--- config.mk ---
export PLATFORM = sky130hd
export DESIGN_NAME = dim_top
export DESIGN_NICKNAME = d
export VERILOG_FILES = /design/src/inc/dim_pkg.sv /design/src/hdl/dim_sync.sv /design/src/hdl/dim_top.sv
export SDC_FILE = /design/constraint.sdc
export NUM_CORES = 1
export LEC_CHECK = 0
export BUFFER_PORTS_ARGS = -buffer_cell sky130_fd_sc_hd__buf_4
export CAP_MARGIN = 20
export CORE_MARGIN = 4
export CORE_UTILIZATION = 55
export DETAILED_ROUTE_END_ITERATION = 10
export PLACE_DENSITY = 0.78
export SYNTH_ARGS = -nofsm -noshare
export SYNTH_HDL_FRONTEND = slang
export SYNTH_SLANG_ARGS = --single-unit
--- constraint.sdc ---
create_clock -name REF_CLK -period 7.8 [get_ports REF_CLK]
set_input_delay 1.17 -clock REF_CLK [delete_from_list [all_inputs] [get_ports REF_CLK]]
set_output_delay 1.17 -clock REF_CLK [all_outputs]
set_load 0.01 [all_outputs]
--- src/inc/dim_pkg.sv ---
// dim_pkg: register map, source bit layout and reset values of the
// two-level interrupt mask unit.
// assumes a 32-bit classic Wishbone slave on a single 100 MHz clock.
package dim_pkg;

    localparam int          DATA_W          = 32;
    localparam int          SEL_W           = 4;
    localparam logic [31:0] RESET_VALUE     = 32'h0000_0000;

    // documented register byte addresses
    localparam logic [31:0] OFS_NORMAL_STATUS = 32'hFFFF_0000;
    localparam logic [31:0] OFS_NORMAL_RAW    = 32'hFFFF_0004;
    localparam logic [31:0] OFS_NORMAL_EN     = 32'hFFFF_0008;
    localparam logic [31:0] OFS_NORMAL_CLR    = 32'hFFFF_000C;
    localparam logic [31:0] OFS_FAST_STATUS   = 32'hFFFF_0100;
    localparam logic [31:0] OFS_FAST_RAW      = 32'hFFFF_0104;
    localparam logic [31:0] OFS_FAST_EN       = 32'hFFFF_0108;
    localparam logic [31:0] OFS_FAST_CLR      = 32'hFFFF_010C;
    // additional control and event registers
    localparam logic [31:0] OFS_SOFT_CFG      = 32'hFFFF_0200;
    localparam logic [31:0] OFS_CTRL_CFG      = 32'hFFFF_0204;
    localparam logic [31:0] OFS_EVENT_STATUS  = 32'hFFFF_0208;
    localparam logic [31:0] OFS_EVENT_MASK    = 32'hFFFF_020C;

    // source bit positions, identical in every level register
    localparam int BIT_FAST_OR    = 0;
    localparam int BIT_SOFT       = 1;
    localparam int BIT_TIMER0     = 2;
    localparam int BIT_SUPPLY_MON = 8;
    localparam int BIT_FLASH0     = 10;
    localparam int BIT_CONVERTER  = 12;
    localparam int BIT_UART       = 13;
    localparam int BIT_SPI        = 14;
    localparam int BIT_I2C0_MST   = 15;
    localparam int BIT_EXT0       = 19;
    localparam int BIT_PWM_TRIP   = 23;
    localparam int BIT_EXT4       = 24;
    localparam int BIT_LOGIC_REQ0 = 26;
    localparam int BIT_LOGIC_REQ1 = 27;

    // bits 1..6, 8, 10..27 exist; 0 is the fast OR, 7, 9, 28..31 read zero
    localparam logic [31:0] SRC_VALID    = 32'h0FFF_FD7E;
    // peripheral lines only: the software source is excluded
    localparam logic [31:0] PERIPH_VALID = 32'h0FFF_FD7C;

    // soft interrupt configuration and controller configuration fields
    localparam int          SOFT_NORMAL_BIT = 1;
    localparam int          SOFT_FAST_BIT   = 2;
    localparam logic [31:0] SOFT_CFG_VALID  = 32'h0000_0006;
    localparam int          NEST_NORMAL_BIT = 0;
    localparam int          NEST_FAST_BIT   = 1;
    localparam logic [31:0] CTRL_CFG_VALID  = 32'h0000_0003;

    // event status bits
    localparam int          EV_W          = 3;
    localparam int          EV_NORMAL     = 0;
    localparam int          EV_FAST       = 1;
    localparam int          EV_BAD_ADDR   = 2;
    localparam logic [2:0]  EV_RESET      = 3'h0;

    // sync stage count for the peripheral request lines
    localparam int          SYNC_STAGES   = 2;

endpackage

--- src/hdl/dim_sync.sv ---
// dim_sync: two flip-flop synchroniser for the peripheral request lines.
// assumes the lines may come from other clock domains or pins.
`timescale 1ns/1ps
module dim_sync (
    input  wire logic                       REF_CLK,
    input  wire logic                       RST,
    input  wire logic [dim_pkg::DATA_W-1:0] ASYNC_IN,
    output logic      [dim_pkg::DATA_W-1:0] SYNC_OUT
);
    import dim_pkg::*;

    logic [DATA_W-1:0] stage1;

    // first stage is read only by the second, never by logic
    always_ff @(posedge REF_CLK) begin
        if (RST) begin
            stage1   <= RESET_VALUE;
            SYNC_OUT <= RESET_VALUE;
        end else begin
            stage1   <= ASYNC_IN;
            SYNC_OUT <= stage1;
        end
    end

endmodule // dim_sync

--- src/hdl/dim_top.sv ---
// dim_top: two-level interrupt aggregation and masking unit with
// a classic Wishbone register slave and an event interrupt output.
// assumes request lines are levels held until the peripheral clears them.
//
// Register access over Wishbone was left to the implementer.
`timescale 1ns/1ps
// Function
// - accept 25 sources, one software, each separately maskable
// - same bit per source everywhere; 1 soft, 2-6 timers, 8 supply monitor
// - bits 10-27: flash, converter, UART, SPI, I2C, external, PWM, logic array
// - normal request line is OR of all normal masked status bits
// - normal raw register read-only, follows peripheral request lines
// - normal enable: write 1 sets, write 0 keeps, read returns mask
// - normal clear register write-only, 1 clears matching enable bit
// - normal status read-only, equals raw AND enable
// - no priority encoder, no vector; software picks the source
// - fast raw register read-only, follows peripheral request lines
// - fast enable: write 1 sets, write 0 keeps, read returns mask
// - fast clear register write-only, 1 clears matching fast enable bit
// - fast status read-only, equals fast raw AND fast enable
// - OR of fast status 31..1 drives fast line and bit 0 everywhere
// - enabling at one level clears same bit at the other level
// - nesting enable bits held in controller configuration, off by default
// - soft config bit 1 drives normal bit 1, bit 2 drives fast bit 1
module dim_top (
    input  wire logic                       REF_CLK,
    input  wire logic                       RST,
    input  wire logic                       WB_CYC_I,
    input  wire logic                       WB_STB_I,
    input  wire logic                       WB_WE_I,
    input  wire logic [dim_pkg::DATA_W-1:0] WB_ADR_I,
    input  wire logic [dim_pkg::SEL_W-1:0]  WB_SEL_I,
    input  wire logic [dim_pkg::DATA_W-1:0] WB_DAT_I,
    output logic      [dim_pkg::DATA_W-1:0] WB_DAT_O,
    output logic                            WB_ACK_O,
    input  wire logic [dim_pkg::DATA_W-1:0] PERIPH_REQ,
    output logic                            IRQ_OUT,
    output logic                            FIQ_OUT,
    output logic                            INT_OUT
);
    import dim_pkg::*;

    logic [DATA_W-1:0] periph_sync;
    logic [DATA_W-1:0] normal_en;
    logic [DATA_W-1:0] fast_en;
    logic [DATA_W-1:0] soft_cfg;
    logic [DATA_W-1:0] ctrl_cfg;
    logic [EV_W-1:0]   ev_status;
    logic [EV_W-1:0]   ev_mask;
    logic [DATA_W-1:0] normal_raw;
    logic [DATA_W-1:0] fast_raw;
    logic [DATA_W-1:0] normal_status;
    logic [DATA_W-1:0] fast_status;
    logic              fast_or;
    logic              irq_prev;
    logic              fiq_prev;
    logic              bus_req;
    logic              wr_strobe;
    logic              rd_strobe;
    logic [DATA_W-1:0] wdata;
    logic              addr_known;
    logic [DATA_W-1:0] next_rdata;

    // expand byte enables into a bit mask
    function automatic logic [DATA_W-1:0] lane_mask(input logic [SEL_W-1:0] sel);
        logic [DATA_W-1:0] m;
        m = RESET_VALUE;
        for (int i = 0; i < SEL_W; i++) begin
            m[i*8 +: 8] = {8{sel[i]}};
        end
        return m;
    endfunction

    // put the fast OR into bit 0 and zero every unused position
    function automatic logic [DATA_W-1:0] shape(input logic [DATA_W-1:0] v,
                                                input logic              f_or);
        logic [DATA_W-1:0] r;
        r = v & SRC_VALID;
        r[BIT_FAST_OR] = f_or;
        return r;
    endfunction

    // request lines may come from other domains, so they are synchronised
    dim_sync u_sync (
        .REF_CLK  (REF_CLK),
        .RST      (RST),
        .ASYNC_IN (PERIPH_REQ),
        .SYNC_OUT (periph_sync)
    );

    // bus decode: one request cycle, answered one cycle later
    assign bus_req   = WB_CYC_I & WB_STB_I & ~WB_ACK_O;
    assign wr_strobe = bus_req & WB_WE_I;
    assign rd_strobe = bus_req & ~WB_WE_I;
    assign wdata     = WB_DAT_I & lane_mask(WB_SEL_I);

    // raw levels: peripheral lines plus the software source on bit 1
    always_comb begin
        normal_raw = periph_sync & PERIPH_VALID;
        fast_raw   = periph_sync & PERIPH_VALID;
        normal_raw[BIT_SOFT] = soft_cfg[SOFT_NORMAL_BIT];
        fast_raw[BIT_SOFT]   = soft_cfg[SOFT_FAST_BIT];
    end

    // masked status; no encoder or vector, software scans the bits
    assign normal_status = normal_raw & normal_en;
    assign fast_status   = fast_raw & fast_en;
    // bit 0 is excluded so the OR never feeds itself
    assign fast_or       = |fast_status[DATA_W-1:1];

    // normal enable mask: set by its own write, cleared by clear or fast set
    always_ff @(posedge REF_CLK) begin
        if (RST) begin
            normal_en <= RESET_VALUE;
        end else if (wr_strobe && WB_ADR_I == OFS_NORMAL_EN) begin
            normal_en <= (normal_en | wdata) & SRC_VALID & ~32'h0000_0001;
        end else if (wr_strobe && WB_ADR_I == OFS_NORMAL_CLR) begin
            normal_en <= normal_en & ~wdata;
        end else if (wr_strobe && WB_ADR_I == OFS_FAST_EN) begin
            normal_en <= normal_en & ~wdata;
        end
    end

    // fast enable mask, mirror image of the normal one
    always_ff @(posedge REF_CLK) begin
        if (RST) begin
            fast_en <= RESET_VALUE;
        end else if (wr_strobe && WB_ADR_I == OFS_FAST_EN) begin
            fast_en <= (fast_en | wdata) & SRC_VALID & ~32'h0000_0001;
        end else if (wr_strobe && WB_ADR_I == OFS_FAST_CLR) begin
            fast_en <= fast_en & ~wdata;
        end else if (wr_strobe && WB_ADR_I == OFS_NORMAL_EN) begin
            fast_en <= fast_en & ~wdata;
        end
    end

    // software source and nesting configuration, plain read/write
    always_ff @(posedge REF_CLK) begin
        if (RST) begin
            soft_cfg <= RESET_VALUE;
            ctrl_cfg <= RESET_VALUE;
        end else if (wr_strobe && WB_ADR_I == OFS_SOFT_CFG) begin
            soft_cfg <= (soft_cfg & ~lane_mask(WB_SEL_I)) | (wdata & SOFT_CFG_VALID);
        end else if (wr_strobe && WB_ADR_I == OFS_CTRL_CFG) begin
            ctrl_cfg <= (ctrl_cfg & ~lane_mask(WB_SEL_I)) | (wdata & CTRL_CFG_VALID);
        end
    end

    // request lines to the core, registered so outputs come from flops
    always_ff @(posedge REF_CLK) begin
        if (RST) begin
            IRQ_OUT <= 1'b0;
            FIQ_OUT <= 1'b0;
        end else begin
            IRQ_OUT <= |shape(normal_status, fast_or);
            FIQ_OUT <= fast_or;
        end
    end

    // edge history of the core lines feeds the event status
    always_ff @(posedge REF_CLK) begin
        if (RST) begin
            irq_prev <= 1'b0;
            fiq_prev <= 1'b0;
        end else begin
            irq_prev <= IRQ_OUT;
            fiq_prev <= FIQ_OUT;
        end
    end

    // address check for the defined map
    always_comb begin
        unique case (WB_ADR_I)
            OFS_NORMAL_STATUS, OFS_NORMAL_RAW, OFS_NORMAL_EN, OFS_NORMAL_CLR,
            OFS_FAST_STATUS, OFS_FAST_RAW, OFS_FAST_EN, OFS_FAST_CLR,
            OFS_SOFT_CFG, OFS_CTRL_CFG, OFS_EVENT_STATUS, OFS_EVENT_MASK:
                addr_known = 1'b1;
            default: addr_known = 1'b0;
        endcase
    end

    // sticky events; a new event in a clearing read cycle wins over the clear
    always_ff @(posedge REF_CLK) begin
        if (RST) begin
            ev_status <= EV_RESET;
        end else begin
            ev_status <= ((rd_strobe && WB_ADR_I == OFS_EVENT_STATUS) ? EV_RESET : ev_status)
                       | {bus_req & ~addr_known, FIQ_OUT & ~fiq_prev, IRQ_OUT & ~irq_prev};
        end
    end

    // event mask, plain read/write
    always_ff @(posedge REF_CLK) begin
        if (RST) begin
            ev_mask <= EV_RESET;
        end else if (wr_strobe && WB_ADR_I == OFS_EVENT_MASK) begin
            ev_mask <= wdata[EV_W-1:0];
        end
    end

    // level interrupt while an unmasked event is pending
    always_ff @(posedge REF_CLK) begin
        if (RST) begin
            INT_OUT <= 1'b0;
        end else begin
            INT_OUT <= |(ev_status & ev_mask);
        end
    end

    // read mux; write-only and unmapped addresses read zero
    always_comb begin
        next_rdata = RESET_VALUE;
        unique case (WB_ADR_I)
            OFS_NORMAL_STATUS: next_rdata = shape(normal_status, fast_or);
            OFS_NORMAL_RAW:    next_rdata = shape(normal_raw, fast_or);
            OFS_NORMAL_EN:     next_rdata = shape(normal_en, fast_or);
            OFS_FAST_STATUS:   next_rdata = shape(fast_status, fast_or);
            OFS_FAST_RAW:      next_rdata = shape(fast_raw, fast_or);
            OFS_FAST_EN:       next_rdata = shape(fast_en, fast_or);
            OFS_SOFT_CFG:      next_rdata = soft_cfg;
            OFS_CTRL_CFG:      next_rdata = ctrl_cfg;
            OFS_EVENT_STATUS:  next_rdata = {29'h0000_0000, ev_status};
            OFS_EVENT_MASK:    next_rdata = {29'h0000_0000, ev_mask};
            default:           next_rdata = RESET_VALUE;
        endcase
    end

    // acknowledge one cycle after the request; unmapped addresses also ack
    always_ff @(posedge REF_CLK) begin
        if (RST) begin
            WB_ACK_O <= 1'b0;
            WB_DAT_O <= RESET_VALUE;
        end else begin
            WB_ACK_O <= bus_req;
            WB_DAT_O <= rd_strobe ? next_rdata : RESET_VALUE;
        end
    end
endmodule // dim_top

==> metrics.md <==
| Metric | Value |
|---|---|
| Distinct cells, synth | 48 |
| Worst skew pair latency | 510 ps |
| Vias per std cell | 6.07 |
| Critical path startpoint | WB_ADR_I[11] |
| Syn Area/Cell | 9.26 sq um |
| Reg-to-reg critical path endpoint | ctrl_cfg[31] |
| Status | complete, no violations |
| Clock Skew | 22.0 ps |
| Share of cells above drive strength 1 | 19.0% |
| Setup violators final | 0 |
| GRT Overall Usage | 26.6% |
| Post-synthesis instance total | 920 |
| Pwr Total | 0.00214 W |
| CTS tree | yes |
| Worst setup margin | 3650 ps |
| Area grow syn2layout | 19.3% |
| Pwr per Cell Area | 211 nW/um^2 |
| H-tree levels | 1 |
| Sequential fraction of the synthesis area | 48.4% |
| Largest net degree at the start of global routing | 73 |
| Crit-path cells | buf_4 > or4_1 > or4_1 > or4_1 > buf_4 > or4_1 > mux2i_1 |
| Setup repair after global routing missed its margin | false |
| Slew Viols, Final | 0 |
| Critical-path top delay cell | or4_1 |
| Vias in the first global route | 6859 |
| Die Ht | 132 um |
| Cell taking the most area after synthesis | dfxtp_1 |
| CP startpoint kind | primary input |
| Most common cell after layout, fill and taps aside | dfxtp_1 |
| Final WL | 24100 um |
| Top_reg_cell synth | dfxtp_1 |
| Routed length per instance | 19.9 um |
| Crit Path Category | primary input to flop |
| Slew HR | 26.3% |
| Reg2Reg Depth | 5 |
| Hold-fix buffers, CTS | 0 |
| Crit path largest cell delay | 940 ps |
| Clk sink count | 206 |
| Post-synth EDFFs | 0 |
| Antenna cells | 0 |
| Worst r2r src | WB_ACK_O |
| Worst-Margin Slew | 1110 ps |
| Setup TNS | 0 ps |
| Post-CTS Resized | 0 |
| Final worst path period share | 53.2% |
| Layout Nets | 1111 |
| Type of the most critical hold path | flop to flop |
| Synth async-reset ratio | 0% |
| Max FO, Critical Path | 52 |
| Total number of vias | 7334 |
| Fmax | 241 MHz |
| Hold Fails Final Rpt | 0 |
| Initial antenna violation count | 0 |
| CP arrival | 4560 ps |
| DR pass1 iterations | 6 |
| I/O Pins | 141 |
| Drt first-iter violations | 788 |
| Syn_nets | 1025 |
| Root buf cell | clkbuf_16 |
| Yosys reg bits | 206 |
| Clock transition at path regs | 60 ps |
| Number of max-cap violations | 0 |
| Worst slack, placed | 3170 ps |
| Gpl congestion | 0.981 |
| DP Wirelength | 16500 um |
| Leakage | 3.60 nW |
| Setup crit end kind | flop |
| Num CTS Buffers | 21 |
| Global-route wire length before repair | 38100 um |
| Num rows | 45 |
| Most used cell along the critical path | or4_1 |
| Post-DRT Antenna Nets | 0 |
| Post-route minimum period | 4150 ps |
| CTS max path bufs | 3 |
| Peak VDD IR | 0.149 mV |
| Die ar. | 17500 sq um |
| Setup repair bufs after CTS | 0 |
| Core Footprint | 15200 sq um |
| Reg-to-reg slack, setup | 5480 ps |
| GRT overflow | 0 |
| Synth warnings | 0 |
| Chip width | 132 um |
| Area contributors post-synth | dfxtp_1 48%, mux2i_1 6.0%, and2_1 4.8%, nor4_1 4.4%, nand2_1 3.9% |
| Yosys top cell area share | 48.4% |
| Starting Density | 56.1% |
| Post-Syn Area | 8520 sq um |
| CP Data Required Time | 8220 ps |
| Port Buffers | 126 |
| Most frequent cells in the layout | 206 x dfxtp_1, 135 x buf_4, 89 x nand2_1 |
| DRC Markers | 0 |
==> synth_stat cells, types with 16 or more instances <==
cell type,number
a21oi_1,51
a22oi_1,16
and2_1,65
clkbuf_1,60
dfxtp_1,206
mux2_2,17
mux2i_1,51
nand2_1,89
nand3_1,43
nand4b_1,16
nor2_1,25
nor2b_1,50
nor4_1,60
o21a_1,16
o21ai_0,25
==> how the worst min path moves through the flow <==
stage,from,end,slack (ps),cells after the start
after floorplan,u_sync.stage1[10],u_sync.SYNC_OUT[10],410,1
after global placement,u_sync.stage1[12],u_sync.SYNC_OUT[12],420,1
after detailed placement,u_sync.stage1[5],u_sync.SYNC_OUT[5],420,1
after CTS,u_sync.stage1[2],u_sync.SYNC_OUT[2],430,1
after global routing,u_sync.stage1[15],u_sync.SYNC_OUT[15],450,1
final,u_sync.stage1[12],u_sync.SYNC_OUT[12],430,1
==> cells by family after synthesis <==
family | after synthesis | share of synthesized area (%)
flops | 206 | 48.4
buf+inv | 78 | 3.83
xor+xnor | 1 | 0.103
compound gates | 172 | 13.2
mux | 70 | 8.77
simple gates | 393 | 25.7
==> per-layer routing <==
metal | vias up | track usage (%) | share of wire, %
li1 | 3502 | - | -
met1 | 3380 | 39.0 | 44
met2 | 400 | 39.1 | 43
met3 | 52 | 6.20 | 10
met4 | 0 | 8.26 | 2.8
met5 | - | 0 | 0
==> area by class of cell <==
class / instances / area [sq um]
Tap cell: 188 / 235
Inverter: 6 / 22.5
Fill cell: 1276 / 5030
Clock buffer: 30 / 619
Timing Repair Buffer: 135 / 1010
Clock inverter: 8 / 56.3
Multi-Input combinational cell: 636 / 4100
Sequential cell: 206 / 4120
==> where the power goes <==
group	switching [W]	internal (W)	leakage (nW)	total [W]
registers	0.0000110	0.00106	1.67	0.00108
logic	0.0000578	0.0000467	1.60	0.000104
clock network	0.000409	0.000556	0.330	0.000965
==> worst max-delay path, delay by kind of cell <==
| family | cells | cell delay (ps) |
|---|---|---|
| and+or+nand+nor | 4 | 2630 |
| muxes | 1 | 330 |
| buffers and inverters | 2 | 410 |
==> metrics by stage <==
step           area (sq um)  util [%]  hold slack (ps)  instances
4_1_cts               10200      66.9              434       1209
3_3_place_gp           9490      62.5              416       1171
5_1_grt               10200      66.9              451       1209
2_1_floorplan          8520         -              414        920
3_5_place_dp           9490      62.5              420       1171
6_report              10200      66.9              432       1209
Note: power is estimated with default switching activity, not from simulation.
